$ cat src/nco_map.svh
`ifndef NCO_MAP_SVH
`define NCO_MAP_SVH
`define NCO_ACC_W 20
`define NCO_ACC_RST 20'h00000
`define NCO_INC_RST 20'h00000
`define NCO_PWS_W 3
`define NCO_WCNT_W 8
`define NCO_CKS_FAST 2'h0
`define NCO_CKS_SYS 2'h1
`define NCO_CKS_LC1 2'h2
`define NCO_CKS_RSVD 2'h3
`define NCO_BYTE_LO 2'h0
`define NCO_BYTE_HI 2'h1
`define NCO_BYTE_UP 2'h2
`define NCO_LOAD_EDGES 2'h2
`endif

$ cat src/nco_pkg.sv
package nco_pkg;
   typedef struct packed {
      logic osc_module_on;
      logic output_invert;
      logic pulse_mode_select;
      logic [2:0] pulse_width_select;
      logic [1:0] input_clock_select;
   } nco_cfg_t;
   typedef struct packed {
      logic wr;
      logic rd_unused;
      logic [1:0] sel;
      logic [7:0] data;
   } nco_wr_t;
   typedef enum logic [1:0] {NCO_LD_IDLE, NCO_LD_WAIT1, NCO_LD_WAIT2} nco_ld_state_t;
endpackage

$ cat src/nco_top.sv
`include "nco_map.svh"
`timescale 1ns/1ps
`default_nettype none
module nco_top (
   input wire logic core_clk, // system clock, 100 MHz
   input wire logic rst_b, // async reset, active low
   input wire nco_pkg::nco_cfg_t cfg, // control and clock configuration bits
   input wire logic inc_wr, // one-cycle write strobe to an increment byte
   input wire logic acc_wr, // one-cycle write strobe to an accumulator byte
   input wire logic [1:0] byte_sel, // byte select: low, high, upper
   input wire logic [7:0] wr_data, // write data
   input wire logic irq_flag_clr, // software clears overflow flag, pulse
   input wire logic overflow_irq_enable, // overflow interrupt enable
   input wire logic peripheral_irq_enable, // peripheral interrupt enable
   input wire logic global_irq_enable, // global interrupt enable
   input wire logic internal_fast_oscillator, // fast oscillator clock input
   input wire logic sys_osc_clk, // system oscillator clock input
   input wire logic logic_cell_one_output, // logic cell output
   output logic [19:0] acc_value, // accumulator readback
   output logic [19:0] inc_value, // increment register readback
   output logic osc_output_level, // final output level
   output logic accumulator_carry, // raw overflow, one-cycle pulse per overflowing input edge
   output logic overflow_irq_flag, // sticky overflow flag
   output logic overflow_irq_event, // gated interrupt request
   output logic fast_osc_keep_on // request fast oscillator stays on in sleep
);
   // ==========================================
   // input clock selection and synchroniser
   // ==========================================
   // the selected source is sampled, not used as a clock, so every source
   // must hold each level for at least two core_clk cycles
   // a level counts only once stages two and three agree, which filters
   // a one-cycle glitch at the cost of one extra cycle of latency
   logic [2:0] clk_sync;
   logic clk_lvl;
   wire logic sel_clk_raw;
   wire logic in_rise;
   assign sel_clk_raw = (cfg.input_clock_select == `NCO_CKS_FAST) ? internal_fast_oscillator :
                        (cfg.input_clock_select == `NCO_CKS_SYS) ? sys_osc_clk :
                        (cfg.input_clock_select == `NCO_CKS_LC1) ? logic_cell_one_output :
                        1'b0;
   assign in_rise = clk_sync[1] & clk_sync[2] & ~clk_lvl & cfg.osc_module_on;
   always_ff @(posedge core_clk or negedge rst_b)
   begin
      if (!rst_b)
      begin
         clk_sync <= 3'h0;
         clk_lvl <= 1'b0;
      end
      else
      begin
         clk_sync <= {clk_sync[1:0], sel_clk_raw};
         if (clk_sync[1] == clk_sync[2])
            clk_lvl <= clk_sync[2];
      end
   end

   // ==========================================
   // increment registers and hidden buffer
   // ==========================================
   logic [19:0] inc_buf;
   nco_pkg::nco_ld_state_t ld_state;
   nco_pkg::nco_ld_state_t next_ld_state;
   wire logic low_wr;
   wire logic buf_load;
   wire logic [19:0] next_inc;
   assign low_wr = inc_wr && byte_sel == `NCO_BYTE_LO;
   assign next_inc = !inc_wr ? inc_value :
                     (byte_sel == `NCO_BYTE_LO) ? {inc_value[19:8], wr_data} :
                     (byte_sel == `NCO_BYTE_HI) ? {inc_value[19:16], wr_data, inc_value[7:0]} :
                     (byte_sel == `NCO_BYTE_UP) ? {wr_data[3:0], inc_value[15:0]} :
                     inc_value;
   // load on the second input edge after the low-byte write
   assign buf_load = (ld_state == nco_pkg::NCO_LD_WAIT2) && in_rise;
   always_comb
   begin
      next_ld_state = ld_state;
      case (ld_state)
         nco_pkg::NCO_LD_IDLE:
            if (low_wr && cfg.osc_module_on)
               next_ld_state = nco_pkg::NCO_LD_WAIT1;
         nco_pkg::NCO_LD_WAIT1:
            if (in_rise)
               next_ld_state = nco_pkg::NCO_LD_WAIT2;
         nco_pkg::NCO_LD_WAIT2:
            if (in_rise)
               next_ld_state = nco_pkg::NCO_LD_IDLE;
         default:
            next_ld_state = nco_pkg::NCO_LD_IDLE;
      endcase
      if (!cfg.osc_module_on)
         next_ld_state = nco_pkg::NCO_LD_IDLE;
   end
   always_ff @(posedge core_clk or negedge rst_b)
   begin
      if (!rst_b)
      begin
         inc_value <= `NCO_INC_RST;
         inc_buf <= `NCO_INC_RST;
         ld_state <= nco_pkg::NCO_LD_IDLE;
      end
      else
      begin
         inc_value <= next_inc;
         ld_state <= next_ld_state;
         if (!cfg.osc_module_on)
            inc_buf <= next_inc;
         else if (buf_load)
            inc_buf <= inc_value;
      end
   end

   // ==========================================
   // accumulator
   // ==========================================
   wire logic [20:0] sum;
   wire logic [19:0] next_acc;
   assign sum = {1'b0, acc_value} + {1'b0, inc_buf};
   assign next_acc = (acc_wr && byte_sel == `NCO_BYTE_LO) ? {acc_value[19:8], wr_data} :
                     (acc_wr && byte_sel == `NCO_BYTE_HI) ?
                        {acc_value[19:16], wr_data, acc_value[7:0]} :
                     (acc_wr && byte_sel == `NCO_BYTE_UP) ? {wr_data[3:0], acc_value[15:0]} :
                     in_rise ? sum[19:0] : acc_value;
   // only a write that really lands on a byte suppresses the overflow
   wire logic acc_hit;
   assign acc_hit = acc_wr && (byte_sel == `NCO_BYTE_LO || byte_sel == `NCO_BYTE_HI ||
                               byte_sel == `NCO_BYTE_UP);
   wire logic ovf;
   assign ovf = in_rise & sum[20] & ~acc_hit;
   always_ff @(posedge core_clk or negedge rst_b)
   begin
      if (!rst_b)
      begin
         acc_value <= `NCO_ACC_RST;
         accumulator_carry <= 1'b0;
      end
      else
      begin
         acc_value <= next_acc;
         accumulator_carry <= ovf;
      end
   end

   // ==========================================
   // output shaping: toggle or pulse
   // ==========================================
   logic fdc_q;
   logic pf_q;
   logic [`NCO_WCNT_W-1:0] width_cnt;
   wire logic [`NCO_WCNT_W-1:0] width_periods;
   wire logic core_out;
   wire logic final_out;
   assign width_periods = 8'h01 << cfg.pulse_width_select;
   assign core_out = cfg.pulse_mode_select ? pf_q : fdc_q;
   assign final_out = cfg.osc_module_on & core_out ^ cfg.output_invert;
   always_ff @(posedge core_clk or negedge rst_b)
   begin
      if (!rst_b)
      begin
         fdc_q <= 1'b0;
         pf_q <= 1'b0;
         width_cnt <= 8'h00;
      end
      else if (!cfg.osc_module_on)
      begin
         fdc_q <= 1'b0;
         pf_q <= 1'b0;
         width_cnt <= 8'h00;
      end
      else
      begin
         if (ovf)
            fdc_q <= ~fdc_q;
         // an overflow during the pulse restarts the width, so an over-long
         // width holds the output active with no toggling
         if (ovf)
         begin
            pf_q <= 1'b1;
            width_cnt <= width_periods;
         end
         else if (in_rise && pf_q)
         begin
            if (width_cnt == 8'h01)
               pf_q <= 1'b0;
            width_cnt <= width_cnt - 8'h01;
         end
      end
   end

   // ==========================================
   // status, interrupt and sleep hint
   // ==========================================
   logic out_prev;
   logic pol_prev;
   wire logic irq_en_all;
   wire logic pol_changed;
   wire logic pol_irq;
   assign irq_en_all = cfg.osc_module_on & overflow_irq_enable &
                       peripheral_irq_enable & global_irq_enable;
   assign pol_changed = pol_prev != cfg.output_invert;
   // a polarity change flips the pin, which is flagged as an event only while irq_en_all is set
   assign pol_irq = irq_en_all & pol_changed & (final_out != out_prev);
   always_ff @(posedge core_clk or negedge rst_b)
   begin
      if (!rst_b)
      begin
         osc_output_level <= 1'b0;
         out_prev <= 1'b0;
         pol_prev <= 1'b0;
         overflow_irq_flag <= 1'b0;
         overflow_irq_event <= 1'b0;
         fast_osc_keep_on <= 1'b0;
      end
      else
      begin
         osc_output_level <= final_out;
         out_prev <= final_out;
         pol_prev <= cfg.output_invert;
         // set wins over the software clear
         if (ovf || pol_irq)
            overflow_irq_flag <= 1'b1;
         else if (irq_flag_clr)
            overflow_irq_flag <= 1'b0;
         overflow_irq_event <= irq_en_all & (overflow_irq_flag | ovf | pol_irq);
         fast_osc_keep_on <= cfg.osc_module_on &&
                             cfg.input_clock_select == `NCO_CKS_FAST;
      end
   end

   // ==========================================
   // checks
   // ==========================================
   chk_flag_sticky: assert property (@(posedge core_clk) disable iff (!rst_b)
      overflow_irq_flag && !irq_flag_clr |=> overflow_irq_flag)
      else $error("overflow flag dropped without clear");
   chk_ovf_sets_flag: assert property (@(posedge core_clk) disable iff (!rst_b)
      ovf |=> overflow_irq_flag)
      else $error("overflow did not set flag");
   chk_off_holds_acc: assert property (@(posedge core_clk) disable iff (!rst_b)
      !cfg.osc_module_on && !acc_wr |=> $stable(acc_value))
      else $error("accumulator moved while disabled");
   chk_fdc_toggle: assert property (@(posedge core_clk) disable iff (!rst_b)
      ovf && cfg.osc_module_on |=> fdc_q != $past(fdc_q))
      else $error("toggle missed on overflow");
   chk_pf_start: assert property (@(posedge core_clk) disable iff (!rst_b)
      ovf && cfg.osc_module_on |=> pf_q && width_cnt == $past(width_periods))
      else $error("pulse did not start");
   chk_off_buf_load: assert property (@(posedge core_clk) disable iff (!rst_b)
      !cfg.osc_module_on |=> inc_buf == inc_value)
      else $error("buffer not loaded while disabled");
   chk_out_level: assert property (@(posedge core_clk) disable iff (!rst_b)
      1'b1 |=> osc_output_level == $past(final_out))
      else $error("status level mismatch");
   chk_keep_on: assert property (@(posedge core_clk) disable iff (!rst_b)
      cfg.osc_module_on && cfg.input_clock_select == `NCO_CKS_FAST |=> fast_osc_keep_on)
      else $error("fast oscillator hint missing");
   chk_keep_off: assert property (@(posedge core_clk) disable iff (!rst_b)
      !cfg.osc_module_on |=> !fast_osc_keep_on)
      else $error("fast oscillator hint while disabled");
   chk_carry_pulse: assert property (@(posedge core_clk) disable iff (!rst_b)
      accumulator_carry |=> !accumulator_carry)
      else $error("carry longer than one cycle");
   chk_carry_from_ovf: assert property (@(posedge core_clk) disable iff (!rst_b)
      ovf |=> accumulator_carry)
      else $error("carry missing after overflow");
   chk_no_carry_idle: assert property (@(posedge core_clk) disable iff (!rst_b)
      !ovf |=> !accumulator_carry)
      else $error("carry without overflow");
   chk_add_step: assert property (@(posedge core_clk) disable iff (!rst_b)
      in_rise && !acc_hit |=> acc_value == $past(sum[19:0]))
      else $error("accumulator add wrong");
   chk_idle_acc_holds: assert property (@(posedge core_clk) disable iff (!rst_b)
      !in_rise && !acc_hit |=> $stable(acc_value))
      else $error("accumulator moved without input edge");
   chk_acc_wr_low: assert property (@(posedge core_clk) disable iff (!rst_b)
      acc_hit && byte_sel == `NCO_BYTE_LO |=> acc_value[7:0] == $past(wr_data))
      else $error("accumulator low byte write lost");
   chk_inc_wr_low: assert property (@(posedge core_clk) disable iff (!rst_b)
      inc_wr && byte_sel == `NCO_BYTE_LO |=> inc_value[7:0] == $past(wr_data))
      else $error("increment low byte write lost");
   chk_inc_wr_up: assert property (@(posedge core_clk) disable iff (!rst_b)
      inc_wr && byte_sel == `NCO_BYTE_UP |=> inc_value[19:16] == $past(wr_data[3:0]))
      else $error("increment upper byte write lost");
   chk_buf_hidden: assert property (@(posedge core_clk) disable iff (!rst_b)
      cfg.osc_module_on && !buf_load |=> $stable(inc_buf))
      else $error("buffer changed without load");
   chk_buf_load_on: assert property (@(posedge core_clk) disable iff (!rst_b)
      buf_load && cfg.osc_module_on |=> inc_buf == $past(inc_value))
      else $error("buffer load wrong");
   chk_ld_arm: assert property (@(posedge core_clk) disable iff (!rst_b)
      low_wr && cfg.osc_module_on && ld_state == nco_pkg::NCO_LD_IDLE |=>
      ld_state == nco_pkg::NCO_LD_WAIT1)
      else $error("low byte write did not arm load");
   chk_off_level: assert property (@(posedge core_clk) disable iff (!rst_b)
      !cfg.osc_module_on |-> final_out == cfg.output_invert)
      else $error("output not inactive while disabled");
   chk_pf_end: assert property (@(posedge core_clk) disable iff (!rst_b)
      in_rise && pf_q && !ovf && width_cnt == 8'h01 |=> !pf_q)
      else $error("pulse did not end");
   chk_pf_count: assert property (@(posedge core_clk) disable iff (!rst_b)
      in_rise && pf_q && !ovf && width_cnt > 8'h01 |=>
      pf_q && width_cnt == $past(width_cnt) - 8'h01)
      else $error("pulse width count wrong");
   chk_width_min: assert property (@(posedge core_clk) disable iff (!rst_b)
      cfg.pulse_width_select == 3'h0 |-> width_periods == 8'h01)
      else $error("shortest width wrong");
   chk_width_max: assert property (@(posedge core_clk) disable iff (!rst_b)
      cfg.pulse_width_select == 3'h7 |-> width_periods == 8'h80)
      else $error("longest width wrong");
   chk_flag_clr: assert property (@(posedge core_clk) disable iff (!rst_b)
      irq_flag_clr && !ovf && !pol_irq |=> !overflow_irq_flag)
      else $error("flag clear ignored");
   chk_irq_gate: assert property (@(posedge core_clk) disable iff (!rst_b)
      !irq_en_all |=> !overflow_irq_event)
      else $error("interrupt raised while gated");
   chk_irq_raise: assert property (@(posedge core_clk) disable iff (!rst_b)
      irq_en_all && overflow_irq_flag |=> overflow_irq_event)
      else $error("interrupt missing");
   chk_pol_irq: assert property (@(posedge core_clk) disable iff (!rst_b)
      irq_en_all && pol_changed && final_out != out_prev |=> overflow_irq_flag)
      else $error("polarity change not flagged");
   chk_rsvd_src: assert property (@(posedge core_clk) disable iff (!rst_b)
      cfg.input_clock_select == `NCO_CKS_RSVD |-> !sel_clk_raw)
      else $error("reserved source not silent");
   chk_mode_sel: assert property (@(posedge core_clk) disable iff (!rst_b)
      !cfg.pulse_mode_select |-> core_out == fdc_q)
      else $error("toggle mode not selected");
endmodule
`default_nettype wire

$ cat config.mk
export PLATFORM = sky130hd
export DESIGN_NAME = nco_top
export DESIGN_NICKNAME = d
export VERILOG_FILES = /design/src/nco_pkg.sv /design/src/nco_top.sv
export VERILOG_INCLUDE_DIRS = /design/src
export SDC_FILE = /design/constraint.sdc
export NUM_CORES = 1
export LEC_CHECK = 0
export BUFFER_PORTS_ARGS = -buffer_cell sky130_fd_sc_hd__buf_2
export CAP_MARGIN = 20
export CORE_ASPECT_RATIO = 1.2
export CORE_MARGIN = 10
export CORE_UTILIZATION = 57
export DETAILED_ROUTE_END_ITERATION = 8
export PLACE_DENSITY = 0.8
export SYNTH_ARGS = -nofsm -noshare
export SYNTH_HDL_FRONTEND = slang
export SYNTH_SLANG_ARGS = --single-unit
$ cat constraint.sdc
create_clock -name core_clk -period 3.4 [get_ports core_clk]
set_clock_uncertainty 0.1 [all_clocks]
set_input_delay 0.85 -clock core_clk [delete_from_list [all_inputs] [get_ports core_clk]]
set_output_delay 0.85 -clock core_clk [all_outputs]
set_load 0.02 [all_outputs]
==> results.sh <==
export IMPL_fin_ws_ns=0.479
export IMPL_avgSynthCellArea_um2=9.75
export IMPL_crit_type="flip-flop to flip-flop"
export IMPL_routed_wl_mm=12.4
export IMPL_synthesis_nets=527
export IMPL_p_switching_w=0.00185
export IMPL_ys_ff_latch=82
export IMPL_drv_slew=0
export IMPL_first_pass_iters=4
export IMPL_route_detailed_wl_per_inst_um=19.2
export IMPL_ys_warn_count=0
export IMPL_fmax_mhz=342
export IMPL_hold_class="input pin to async pin"
export IMPL_synth_edf_count=0
export IMPL_setup_violations_final=0
export IMPL_gp_congestion=0.938
export IMPL_root_buffer="clkbuf_8"
export IMPL_p_comb_frac=0.492
export IMPL_antenna_cells=0
export IMPL_cts_made_buffers=9
export IMPL_drt_iter0_drc=265
export IMPL_cts_tree="built"
export IMPL_die_w_um=102
export IMPL_ant_nets=0
export IMPL_p_sw_frac=0.429
export IMPL_layout_drive_gt1_share=0.245
export IMPL_tightest_slew_ns=0.675
export IMPL_end_kind="flip-flop"
export IMPL_timing_setup_tns_ns=0
export IMPL_hold_viol_final=0
export IMPL_antenna_found_initial=0
export IMPL_final_min_clock_period_ns=2.92
export IMPL_drt_vias_per_instance=6.16
export IMPL_path_clk_slew_ns=0.10
export IMPL_peakVddDrop_v=0.000333
export IMPL_die_area_um2=12100
export IMPL_worstPathMaxFanout=20
export IMPL_r2r_cells=11
export IMPL_power_leakage_nw=2.45
export IMPL_ctsLongestPathBuffers=2
export IMPL_p_clk_frac=0.180
export IMPL_grt_ovfl_total=0
export IMPL_start_util=0.593
export IMPL_grt_pass1_wl_mm=19.9
export IMPL_via_count=3977
export IMPL_slew_headroom=0.549
export IMPL_power_frac_seq=0.328
export IMPL_syn_area_um2=4620
export IMPL_ctsHoldBuffers=0
export IMPL_insertion_delay_ns=0.35
export IMPL_ys_types=62
export IMPL_num_rows=35
export IMPL_netlist_instances=474
export IMPL_grt_max_degree=83
export IMPL_yosysSeqAreaShare=0.444
export IMPL_dp_hpwl_mm=9.13
export IMPL_post_cts_buffers=0
export IMPL_cts_num_sinks=82
export IMPL_cap_violations=0
export IMPL_p_per_area_nw_per_um2=809
export IMPL_crit_path_start_kind="flip-flop"
export IMPL_ys_flop_type="dfrtp_1"
export IMPL_reg2reg_from="acc_value[0]"
export IMPL_post_route_period_util=0.859
export IMPL_rsz0062_at_grt="false"
export IMPL_internal_power_w=0.00247
export IMPL_pre_cts_ws_ns=0.542
export IMPL_fp_dieH_um=119
export IMPL_nets=602
export IMPL_synthArstFlopShare=1.00
export IMPL_portBuffers=73
export IMPL_grt_total_usage=0.205
export IMPL_syn2layout_area_growth_pct=15.5
export IMPL_crit_arrival_ns=3.07
export IMPL_design_core_area_um2=7790
export IMPL_critPathLaunch="acc_value[0]"
export IMPL_h_tree_depth=3
export IMPL_io_pin_count=74
export IMPL_status="finished, final reports clean"
export IMPL_first_global_vias=3883
export IMPL_drc=0
export IMPL_critPathRequiredTime_ns=3.55
export IMPL_cts_resized=0
critical path, cell delays in order (launching register included):
cell and delay, ns:
dfrtp_1 0.38, ha_1 0.22, inv_1 0.07, fa_1 0.40, and2b_1 0.25, o2111ai_2 0.18, a211oi_2 0.31, o21ai_1 0.10
a31oi_1 0.23, buf_4 0.27, nor3_1 0.08, a41o_1 0.21
layout by cell type, fill, tap and decap left out, types with 4 or more instances in the layout:
| cell | instances |
|---|---|
| inv_1 | 14 |
| nor2b_1 | 7 |
| nor3_1 | 11 |
| o21a_1 | 4 |
| nand4_1 | 6 |
| clkbuf_8 | 10 |
| a31oi_1 | 23 |
| a221oi_1 | 5 |
| buf_4 | 11 |
| nor2_1 | 43 |
| xor2_1 | 5 |
| buf_2 | 72 |
| nand3b_1 | 5 |
| mux2i_1 | 4 |
| a21o_1 | 4 |
| xnor2_1 | 20 |
| a22oi_1 | 8 |
| ha_1 | 23 |
| a21oi_1 | 23 |
| nand3_1 | 5 |
| nand2_1 | 60 |
| o21ai_0 | 27 |
| mux2_2 | 21 |
| dfrtp_1 | 82 |
cell usage after synthesis, types with 2 or more instances:
library cell | count | share of area
dfrtp_1 | 82 | 0.44
nand2_1 | 60 | 0.049
nor2_1 | 43 | 0.035
o21ai_0 | 27 | 0.029
a21oi_1 | 23 | 0.025
a31oi_1 | 23 | 0.031
ha_1 | 23 | 0.062
mux2_2 | 21 | 0.051
xnor2_1 | 20 | 0.038
clkbuf_1 | 14 | 0.011
inv_1 | 14 | 0.011
nor3_1 | 11 | 0.012
a22oi_1 | 8 | 0.013
nor2b_1 | 7 | 0.0095
nand4_1 | 6 | 0.0081
a221oi_1 | 5 | 0.0095
nand3_1 | 5 | 0.0054
nand3b_1 | 5 | 0.0081
xor2_1 | 5 | 0.0095
a21o_1 | 4 | 0.0065
mux2i_1 | 4 | 0.0087
o21a_1 | 4 | 0.0065
a211oi_2 | 3 | 0.0081
a32oi_1 | 3 | 0.0057
a41o_1 | 3 | 0.0065
nand2b_1 | 3 | 0.0041
o211ai_1 | 3 | 0.0049
o21ai_1 | 3 | 0.0032
o31ai_1 | 3 | 0.0049
buf_1 | 2 | 0.0016
buf_2 | 2 | 0.0022
buf_4 | 2 | 0.0032
nand4b_1 | 2 | 0.0038
o211ai_2 | 2 | 0.0054
or3b_2 | 2 | 0.0038
registers in the layout, indices dropped and copies added (netlist names):
register	flops
acc_value	20
accumulator_carry	1
clk_lvl	1
clk_sync	3
fast_osc_keep_on	1
fdc_q	1
inc_buf	20
inc_value	20
ld_state	2
out_prev	1
overflow_irq_event	1
overflow_irq_flag	1
pf_q	1
pol_prev	1
width_cnt	8
per-stage QoR:
step	instances	util	hold WS [ns]	power, W	area, um^2
2_1_floorplan	474	-	0.231	0.00296	4620
6_report	646	0.685	0.228	0.00432	5340
4_1_cts	645	0.681	0.262	0.00431	5310
3_5_place_dp	629	0.653	0.239	0.00353	5090
3_3_place_gp	629	0.653	0.236	0.00349	5090
5_1_grt	646	0.685	0.230	0.00461	5340
cell families after synthesis:
family                     share of synthesized area
xor gates and xnor gates                      0.0474
muxes                                         0.0598
adders and majority gates                     0.0666
DFF                                            0.444
buffers and inverters                         0.0298
AOI/OAI and AO/OA                              0.192
and+or+nand+nor                                0.160
final cells by class:
cell class	instances	area, um^2
clock inverter	6	78.8
clock buffer	10	138
tap	92	115
timing repair buffer	84	470
inverter	14	52.6
sequential	82	2050
multi-input combinational	358	2430
fill	632	2460
layer usage:
| layer | vias to the layer above | global-route usage | share of wire |
|---|---|---|---|
| li1 | 1870 | - | - |
| met1 | 1945 | 0.264 | 0.42 |
| met2 | 143 | 0.338 | 0.50 |
| met3 | 19 | 0.0332 | 0.058 |
| met4 | 0 | 0.0680 | 0.018 |
| met5 | - | 0 | 0 |
path summary, 6_finish.rpt:
path	end	slack, ns
setup / recovery	width_cnt[6]	0.48
hold / removal	inc_value[9]	0.23
setup reg to reg	width_cnt[6]	0.48
hold reg to reg	clk_sync[1]	0.26
max in group asynchronous	acc_value[2]	2.38
min in group core_clk	clk_sync[1]	0.26
power groups by stage:
stage / Sequential [W] / Clock (W) / Combinational, W
global route: 0.00145 / 0.000829 / 0.00234
floorplan: 0.00160 / 0 / 0.00137
CTS: 0.00141 / 0.000784 / 0.00212
finish: 0.00142 / 0.000777 / 0.00212
global placement: 0.00142 / 0 / 0.00207
detailed placement: 0.00143 / 0 / 0.00210
Power figures use the tool's default switching activity.
